[src/verilog/gpio_sel_cfg.svh]
// offsets, field positions, codes and reset values of the pin router
// assumes byte addressing on a 32-bit classic Wishbone bus
`ifndef GPIO_SEL_CFG_SVH
`define GPIO_SEL_CFG_SVH
// ==========================================================
// register byte addresses
`define ROUTE_OFS     8'h14
`define STATUS_OFS    8'h18
`define MASK_OFS      8'h1C
// ==========================================================
// routing register fields and the reset values of both registers
`define SEL_HI        7
`define SEL_LO        5
`define SRC_HI        4
`define SRC_LO        2
`define VAL_BIT       1
`define EN_BIT        0
`define ROUTE_RST     8'h00
`define MASK_RST      8'hFF
// ==========================================================
// source codes
`define SRC_DEV       3'h4
`define SRC_TX        3'h6
// selection codes
`define SEL_DEV_RSVD  3'h3
`define SEL_DEV_MAX   3'h4
`define SEL_TX_MAX    3'h5
`endif

[src/verilog/gpio_sel_pkg.sv]
// types shared by the pin router and its surroundings
// assumes nothing beyond the cfg header
package gpio_sel_pkg;
   // ==========================================================
   // status of one receive port
   typedef struct packed {
      logic       line_valid;
      logic       frame_valid;
      logic       pass;
      logic       lock;
      logic [3:0] remote_gpio;
   } rx_status_t;
   // ==========================================================
   // status of the transmit port
   typedef struct packed {
      logic irq;
      logic synced;
      logic line_active;
      logic frame_active;
   } tx_status_t;
   // ==========================================================
   // pin drive pair
   typedef struct packed {
      logic level;
      logic oe;
   } pin_drive_t;
endpackage : gpio_sel_pkg
[src/verilog/gpio_pin_output_selector.sv]
// routing of internal status onto general-purpose pin four
// assumes status inputs run on clk_i; pin buffer outside the block
//
// The implementer's own choice: register access over Wishbone.
`timescale 1ns/1ns
`default_nettype none
`include "gpio_sel_cfg.svh"
module gpio_pin_output_selector
   import gpio_sel_pkg::*;
#(
   parameter int ADR_W = 8,
   parameter int PORTS = 4
) (
   input  wire logic             clk_i,     // core clock 10 MHz
   input  wire logic             rst_i,     // sync reset, high
   input  wire logic             cyc_i,     // wishbone cycle
   input  wire logic             stb_i,     // wishbone strobe
   input  wire logic             we_i,      // wishbone write
   input  wire logic [ADR_W-1:0] adr_i,     // byte address
   input  wire logic [3:0]       sel_i,     // byte enables
   input  wire logic [31:0]      dat_i,     // write data
   output logic      [31:0]      dat_o,     // read data
   output logic                  ack_o,     // wishbone ack
   input  wire rx_status_t [PORTS-1:0] rx_stat_i, // rx port status
   input  wire tx_status_t       tx_stat_i, // transmit status
   input  wire logic             frame_sync_pulse_i, // sync gen
   output logic                  pin_o,     // pin level
   output logic                  pin_oe_o   // pin driver enable
);
   // ==========================================================
   // registers
   logic [7:0] pin_four_output_routing_reg;
   logic [7:0] mask_reg;
   logic       ack_reg;
   logic [31:0] dat_reg;
   pin_drive_t drive_reg;
   pin_drive_t drive_next;

   // ==========================================================
   // bus decode
   wire req      = cyc_i & stb_i;
   wire hit_rt   = adr_i == ADR_W'(`ROUTE_OFS);
   wire hit_st   = adr_i == ADR_W'(`STATUS_OFS);
   wire hit_mk   = adr_i == ADR_W'(`MASK_OFS);
   // writes land on the edge where the master sees ack
   wire wr_do    = req & we_i & ack_reg & sel_i[0];
   wire wr_rt    = wr_do & hit_rt;
   wire wr_mk    = wr_do & hit_mk;

   // ==========================================================
   // field views
   wire [2:0] source_choice_field =
      pin_four_output_routing_reg[`SRC_HI:`SRC_LO];
   wire [2:0] signal_choice_field =
      pin_four_output_routing_reg[`SEL_HI:`SEL_LO];
   wire       software_level_bit =
      pin_four_output_routing_reg[`VAL_BIT];
   wire       driver_enable_bit =
      pin_four_output_routing_reg[`EN_BIT];
   wire [PORTS-1:0] rx_en_mask  = mask_reg[PORTS-1:0];
   wire [PORTS-1:0] tx_sel_mask = mask_reg[PORTS+3:4];

   // ==========================================================
   // gather per-port status into vectors
   logic [PORTS-1:0] lock_vec;
   logic [PORTS-1:0] pass_vec;
   always_comb begin
      for (int i = 0; i < PORTS; i++) begin
         lock_vec[i] = rx_stat_i[i].lock;
         pass_vec[i] = rx_stat_i[i].pass;
      end
   end

   // ==========================================================
   // receive port source: code order matches the vector order
   wire        src_is_rx = ~source_choice_field[2];
   rx_status_t rx_pick;
   assign rx_pick = rx_stat_i[source_choice_field[1:0]];
   wire [7:0] rx_vec = {rx_pick.line_valid,
                        rx_pick.frame_valid,
                        rx_pick.pass,
                        rx_pick.lock,
                        rx_pick.remote_gpio};
   wire rx_level = rx_vec[signal_choice_field];

   // ==========================================================
   // device status source
   // with no port enabled the AND of pass reads high (empty AND)
   wire lock_or  = |(lock_vec & rx_en_mask);
   wire pass_and = &(pass_vec | ~rx_en_mask);
   wire [7:0] dev_vec = {3'b000, frame_sync_pulse_i, 1'b0,
                         pass_and, lock_or, software_level_bit};
   wire src_is_dev = source_choice_field == `SRC_DEV;
   wire dev_ok = signal_choice_field != `SEL_DEV_RSVD &&
                 signal_choice_field <= `SEL_DEV_MAX;
   wire dev_level = dev_vec[signal_choice_field];

   // ==========================================================
   // transmit port source
   wire tx_and = &(pass_vec | ~tx_sel_mask);
   wire tx_or  = |(pass_vec & tx_sel_mask);
   wire [7:0] tx_vec = {2'b00, tx_stat_i.irq,
                        tx_stat_i.synced,
                        tx_stat_i.line_active,
                        tx_stat_i.frame_active,
                        tx_or, tx_and};
   wire src_is_tx = source_choice_field == `SRC_TX;
   wire tx_ok = signal_choice_field <= `SEL_TX_MAX;
   wire tx_level = tx_vec[signal_choice_field];

   // ==========================================================
   // final selection; reserved codes give a steady low
   wire route_ok = src_is_rx | (src_is_dev & dev_ok) |
                   (src_is_tx & tx_ok);
   wire sel_level = src_is_rx  ? rx_level  :
                    src_is_dev ? dev_level :
                    src_is_tx  ? tx_level  : 1'b0;
   assign drive_next.level = route_ok & sel_level;
   assign drive_next.oe    = driver_enable_bit;

   // ==========================================================
   // read mux
   wire [31:0] rd_data =
      hit_rt ? {24'h000000, pin_four_output_routing_reg} :
      hit_mk ? {24'h000000, mask_reg} :
      hit_st ? {24'h000000, lock_vec, 1'b0, ~route_ok,
                drive_reg.oe, drive_reg.level} :
      32'h00000000;

   // ==========================================================
   // clocked state
   always_ff @(posedge clk_i) begin
      if (rst_i) begin
         pin_four_output_routing_reg <= `ROUTE_RST;
         mask_reg  <= `MASK_RST;
      end else begin
         if (wr_rt) pin_four_output_routing_reg <= dat_i[7:0];
         if (wr_mk) mask_reg <= dat_i[7:0];
      end
   end

   always_ff @(posedge clk_i) begin
      if (rst_i) begin
         ack_reg <= 1'b0;
         dat_reg <= 32'h00000000;
      end else begin
         ack_reg <= req & ~ack_reg;
         if (req & ~ack_reg) dat_reg <= rd_data;
      end
   end

   // the pin is retimed so it never glitches on a mux change
   always_ff @(posedge clk_i) begin
      if (rst_i) drive_reg <= '0;
      else       drive_reg <= drive_next;
   end

   assign ack_o    = ack_reg;
   assign dat_o    = dat_reg;
   assign pin_o    = drive_reg.level;
   assign pin_oe_o = drive_reg.oe;
endmodule : gpio_pin_output_selector
`default_nettype wire

[config.mk]
export PLATFORM = sky130hd
export DESIGN_NAME = gpio_pin_output_selector
export DESIGN_NICKNAME = d
export VERILOG_FILES = /design/src/verilog/gpio_sel_pkg.sv /design/src/verilog/gpio_pin_output_selector.sv
export VERILOG_INCLUDE_DIRS = /design/src /design/src/verilog
export SDC_FILE = /design/constraint.sdc
export NUM_CORES = 1
export LEC_CHECK = 0
export BUFFER_PORTS_ARGS = -buffer_cell sky130_fd_sc_hd__buf_2
export CAP_MARGIN = 10
export CELL_PAD_IN_SITES_DETAIL_PLACEMENT = 0
export CELL_PAD_IN_SITES_GLOBAL_PLACEMENT = 2
export CORE_MARGIN = 5
export CORE_UTILIZATION = 24
export CTS_BUF_LIST = sky130_fd_sc_hd__clkbuf_16
export CTS_CLUSTER_SIZE = 28
export DETAILED_ROUTE_END_ITERATION = 10
export GPL_TIMING_DRIVEN = 0
export PLACE_DENSITY_LB_ADDON = 0.1
export RECOVER_POWER = 100
export SYNTH_ARGS = -nofsm -noshare
export SYNTH_HDL_FRONTEND = slang
export SYNTH_SLANG_ARGS = --single-unit
export TNS_END_PERCENT = 50
[constraint.sdc]
create_clock -name clk_i -period 3.8 [get_ports clk_i]
set_input_delay 0.95 -clock clk_i [delete_from_list [all_inputs] [get_ports clk_i]]
set_output_delay 0.95 -clock clk_i [all_outputs]
set_load 0.02 [all_outputs]
== Yosys cells after proc, flatten, opt, wreduce, memory -nomap -nowiden ==
Cells that the tools add are included.

* Bits in registers: 51
* Bits in latches: 0
* RAM bits: 0
* Memory bits (read-only): 0
* Input port bits: 86
* Output and inout port bits: 35
* Word-level logic and storage cells: 56
* Memories: 0

* Add/subtract/negate cells: 0
* Multipliers: 0
* Divide/modulo/power cells: 0
* $lt $le $gt $ge: 4
* Eq/ne operators: 6
* Shifts and indexed selects: 0
* Muxes and demuxes: 14
* Bitwise logic cells: 21
* Reduce and logical (&&, ||, !) cells: 5

{| class="wikitable"
|+ Operators by type and width
! operator !! number
|-
| 2-to-1 mux 8 bit || 4
|-
| equality test 8 x 5 -> 1 bit (second input constant) || 3
|-
| binary-select mux 8 bit (select 2 bit) || 1
|-
| bitwise AND 1 bit || 10
|-
| binary-select mux 1 bit (select 3 bit) || 3
|-
| bitwise AND 4 bit || 2
|-
| inverter 4 bit || 2
|-
| bitwise OR 4 bit || 2
|-
| AND reduction 4 bit || 2
|-
| OR reduction 4 bit || 2
|-
| equality test 3 bit (second input constant) || 2
|-
| less-or-equal comparator 3 bit (second input constant) || 2
|-
| 2-to-1 mux 1 bit || 6
|-
| < comparator 3 x 4 -> 1 bit (second input constant) || 1
|-
| < comparator 2 x 3 -> 1 bit (second input constant) || 1
|-
| != test 3 x 2 -> 1 bit (second input constant) || 1
|-
| inverter 1 bit || 3
|-
| bitwise OR 1 bit || 2
|-
| logical AND 1 bit || 1
|}

== Logic depth before layout (Yosys ltp) ==
* Depth after elaboration: 9
* Mapped depth: 7
* Mapped depth without buffers: 5

== Worst setup path before layout ==
OpenSTA, ideal clock, no wires.

* Path kind: input to register
* Start: input port adr_i[1]
* End: register mask_reg[0]
* Data arrival time: 2097 ps
* Data required time: 3680 ps
* Path slack: 1583 ps
* Stages on the path: 5
* Buffers on the path: 1
* Cells stage by stage: nor4_1 > and2_1 > nand4_2 > buf_2 > a211o_1

* Longest elaborated chain between the ends: 2

{| class="wikitable"
|+ Ends and longest elaborated chain
! item !! RTL line !! RTL
|-
| from (decl) || gpio_pin_output_selector.sv:19 || <nowiki>input wire logic [ADR_W-1:0] adr_i,</nowiki>
|-
| equality test 8 x 5 -> 1 bit || gpio_pin_output_selector.sv:44 || <nowiki>wire hit_mk = adr_i == ADR_W'(`MASK_OFS);</nowiki>
|-
| bitwise AND 1 bit || gpio_pin_output_selector.sv:48 || <nowiki>wire wr_mk = wr_do & hit_mk;</nowiki>
|-
| to (signal assigned) || gpio_pin_output_selector.sv:135 || <nowiki>mask_reg <= `MASK_RST;</nowiki>
|-
| to (signal assigned) || gpio_pin_output_selector.sv:138 || <nowiki>if (wr_mk) mask_reg <= dat_i[7:0];</nowiki>
|-
| to (decl) || gpio_pin_output_selector.sv:33 || <nowiki>logic [7:0] mask_reg;</nowiki>
|}

Every way passes these cells.
A chain may end at the register's enable or synchronous reset.

== Worst setup path in the final report ==
* Start: input port adr_i[1]
* End: register pin_four_output_routing_reg[7]

* Longest elaborated chain between the ends: 2

{| class="wikitable"
|+ Ends and longest elaborated chain
! item !! RTL line !! RTL
|-
| equality test 8 x 5 -> 1 bit || gpio_pin_output_selector.sv:42 || <nowiki>wire hit_rt = adr_i == ADR_W'(`ROUTE_OFS);</nowiki>
|-
| bitwise AND 1 bit || gpio_pin_output_selector.sv:47 || <nowiki>wire wr_rt = wr_do & hit_rt;</nowiki>
|-
| to (signal assigned) || gpio_pin_output_selector.sv:134 || <nowiki>pin_four_output_routing_reg <= `ROUTE_RST;</nowiki>
|-
| to (signal assigned) || gpio_pin_output_selector.sv:137 || <nowiki>if (wr_rt) pin_four_output_routing_reg <= dat_i[7:0];</nowiki>
|-
| to (decl) || gpio_pin_output_selector.sv:32 || <nowiki>logic [7:0] pin_four_output_routing_reg;</nowiki>
|}

Every way passes these cells.

==> key figures <==
Run status
  – Status: complete, no violations

Timing
  – Final setup viols: 0
  – RSZ-0062 raised after global routing: false
  – Actual slew at the worst max-slew pin: 0.749 ns
  – Clock Skew: 0.00231 ns
  – Slew Limit Fails: 0
  – Final Hold Viols: 0
  – Fin Setup TNS: 0 ns
  – Tcrit/Tclk final: 69.3%
  – Fin crit period: between 2 and 3 ns
  – Slew Limit Headroom: 50.1%
  – Max Freq: 380 MHz

Flow run
  – Max-cap violations: 0

Synthesis
  – Post-synth EDFFs: 0
  – Unique cell type count in the Yosys netlist: 42
  – Register area share after synthesis: 28.2%
  – Synthesized instance count: 217
  – Most used DFF post-synth: dfxtp_1
  – Syn_area_per_cell: approximately 9 sq um
  – FF+latch count, synth: 27
  – Synth warnings: 0
  – Synth async-reset ratio: 0%
  – Post-Syn Area: approximately 1900 sq um

Setup path
  – CP startpoint kind: primary input
  – Data required time of the worst path: slightly below 4 ns
  – Peak fanout along the critical path: 8
  – Crit end category: flop
  – Kind of critical path: primary input to flop
  – WP data arrival: 2.77 ns

Power
  – Clock Power Share: 38.7%
  – Power, Total: 660 uW
  – Internal: 485 uW
  – Combinational power share: between 15 and 20%
  – Maximum vdd drop: 0.000151 V
  – Cell Pwr Density: between 200 and 300 nW/um^2
  – Seq pwr share: a little over two fifths
  – Sw frac: approximately a quarter
  – Pleak: 1.13 nW
  – P_sw: between 150 and 200 uW

Layout
  – Layout fillers: 871
  – Share of layout cells above drive strength 1: 33.7%
  – Finished Cell Area: 2520 sq um
  – Area grow syn2layout: 31.2%
  – Final core occ: between 30% and 40%
  – Cell Count, Final, Fillers Out: ~410
  – Layout Nets: 399
  – Diodes inserted: 0

Die
  – Die Area: between 9000 and 10000 sq um
  – DIE WIDTH: 99.4 um
  – # rows: 32
  – Core area: between 7000 and 8000 sq um
  – Die Y: 99.4 um
  – Ports: 121
  – Initial core utilization: roughly a quarter

Clock network
  – Number of buffers created by CTS: 3
  – Root Driver: clkbuf_16
  – Clk slew on worst S/H paths: around 0.07 ns
  – Clock sink count: 27
  – Hold Buf Count CTS: 0
  – H-tree depth: 1
  – Buffer count from post-CTS setup fixing: 0
  – Clock tree buffer depth: 2
  – Clk_lat worst skew: ~0.27 ns
  – CTS tree: built
  – Post_cts resized: 0

Drt
  – Wire per inst: 14.8 um
  – Vias per Instance: roughly 4.4
  – DRT iter0 DRCs: 58
  – Residual DRC: 0
  – Antenna violation net count after detailed routing: 0
  – Pre-antenna DRT Iters: 4
  – Vias: 1815
  – Total Routed Length: 6110 um

Placement
  – Port bufs: between 60 and 70
  – Placed Cells: approximately 400
  – Detailed Place HPWL: 4930 um
  – Gpl congestion: 0.791
  – DP Area: 2470 sq um

Worst hold path
  – Min-delay worst type: flop to flop

Global routing
  – Global-route wire length before repair: 9560 um
  – GR Util All Layers: 12.3%
  – Grt total ovfl: 0
  – Largest net degree at the start of global routing: 17
  – Number of global-route vias before repair: 1900
  – Initial antenna violation count: 0
## power groups by stage
stage | combinational (mW) | sequential (mW) | clock (mW)
6_report | 0.120 | 0.285 | 0.255
5_1_grt | 0.132 | 0.285 | 0.280
4_1_cts | 0.123 | 0.285 | 0.264
3_5_place_dp | 0.122 | 0.291 | 0
3_3_place_gp | 0.122 | 0.291 | 0
2_1_floorplan | 0.0760 | 0.292 | 0
## worst max-delay path, stage by stage
cell and delay, ns:
buf_2 0.09, nor4_1 0.36, and2_0 0.27, and4b_1 0.21
clkbuf_1 0.57, mux2i_1 0.25, nor2_1 0.06
## synthesized netlist by cell type (all sizes together) (4+ instances only)
cell / instances / area (sq um)
clkbuf: 6 / 32.5
a22oi: 8 / 60.1
nand2: 5 / 18.8
a211o: 9 / 78.8
nand2b: 4 / 25.0
mux2: 6 / 67.6
nor2: 31 / 116
mux4: 6 / 135
nand3: 6 / 30.0
dfxtp: 27 / 541
a22o: 7 / 61.3
inv: 15 / 56.3
nor2b: 5 / 38.8
buf: 34 / 249
mux2i: 14 / 140
## routing by layer
| layer | vias up | routed length, um | GRT usage (%) | part of all wire [%] |
|---|---|---|---|---|
| met2 | 48 | 3020 | 21.6 | 49 |
| met1 | 837 | 2760 | 15.5 | 45 |
| met5 | - | 0 | 0 | 0 |
| li1 | 925 | - | - | - |
| met3 | 5 | 256 | 1.82 | 4.2 |
| met4 | 0 | 78 | 3.78 | 1.3 |
## placed cells by master (no fill, tap or decap), types with 2 or more instances in the layout
cell       netlist  routed
nand2_1          5       5
buf_2            4      58
clkbuf_1         5      22
o2111ai_1        2       2
conb_1           1      24
nand4_1          2       3
a2111oi_0        1       2
nand3_1          6       6
nor2_1          31      31
mux2i_1         14      14
mux4_2           6       6
and4b_1          2       2
o21ai_0          3       3
a211o_1          9       9
nor4_1           2       2
inv_1           15      15
nor2b_1          4       4
mux2_2           6       6
a2bb2oi_1        2       2
buf_4           27      25
a22oi_1          8       8
a22o_1           7       7
o22ai_1          2       2
buf_6            2       2
dfxtp_1         27      27
nand2b_1         4       4
a21oi_1          3       3
a311oi_1         2       2
clkbuf_16        0       3
nand3b_1         2       2
## final timing paths
check	start	endpoint	slack, ns	cells after the start
min reg2reg	dat_o[2]$_SDFFE_PP0P_	dat_o[2]$_SDFFE_PP0P_	0.47	2
min	dat_o[2]$_SDFFE_PP0P_	dat_o[2]$_SDFFE_PP0P_	0.47	2
max reg2reg	pin_four_output_routing_reg[3]$_SDFFE_PP0P_	pin_o$_SDFF_PP0_	1.85	5
max	adr_i[1]	pin_four_output_routing_reg[7]$_SDFFE_PP0P_	1.17	7
## final cells by class
| class | count | area (sq um) | share of cell area (%) |
|---|---|---|---|
| Buffer | 40 | 273 | 10.8 |
| Clock buffer | 3 | 75.1 | 2.98 |
| Clock inverter | 1 | 7.51 | 0.298 |
| Inverter | 15 | 56.3 | 2.24 |
| Multi-Input combinational cell | 158 | 1110 | 44.2 |
| Sequential cell | 27 | 541 | 21.5 |
| Tap cell | 102 | 128 | 5.07 |
| Timing Repair Buffer | 68 | 324 | 12.9 |
## cells by family (layout without fill, tap and decap cells)
kind of cell	after synthesis	in the layout	synth area share (%)
mux	26	26	17.9
flops	27	27	28.2
compound gates	43	43	18.1
simple gates	64	64	17.5
other cells	1	24	0.196
fa+ha+maj	1	1	0.522
buf+inv	55	127	17.6
## stage by stage
stage                     setup WS, ns  hold WS [ns]
final                             1.17         0.467
after global routing             0.930         0.498
after CTS                         1.42         0.471
after detailed placement          1.14         0.461
after global placement            1.14         0.454
after floorplan                   1.58         0.459
(Power assumes the default switching activity.)
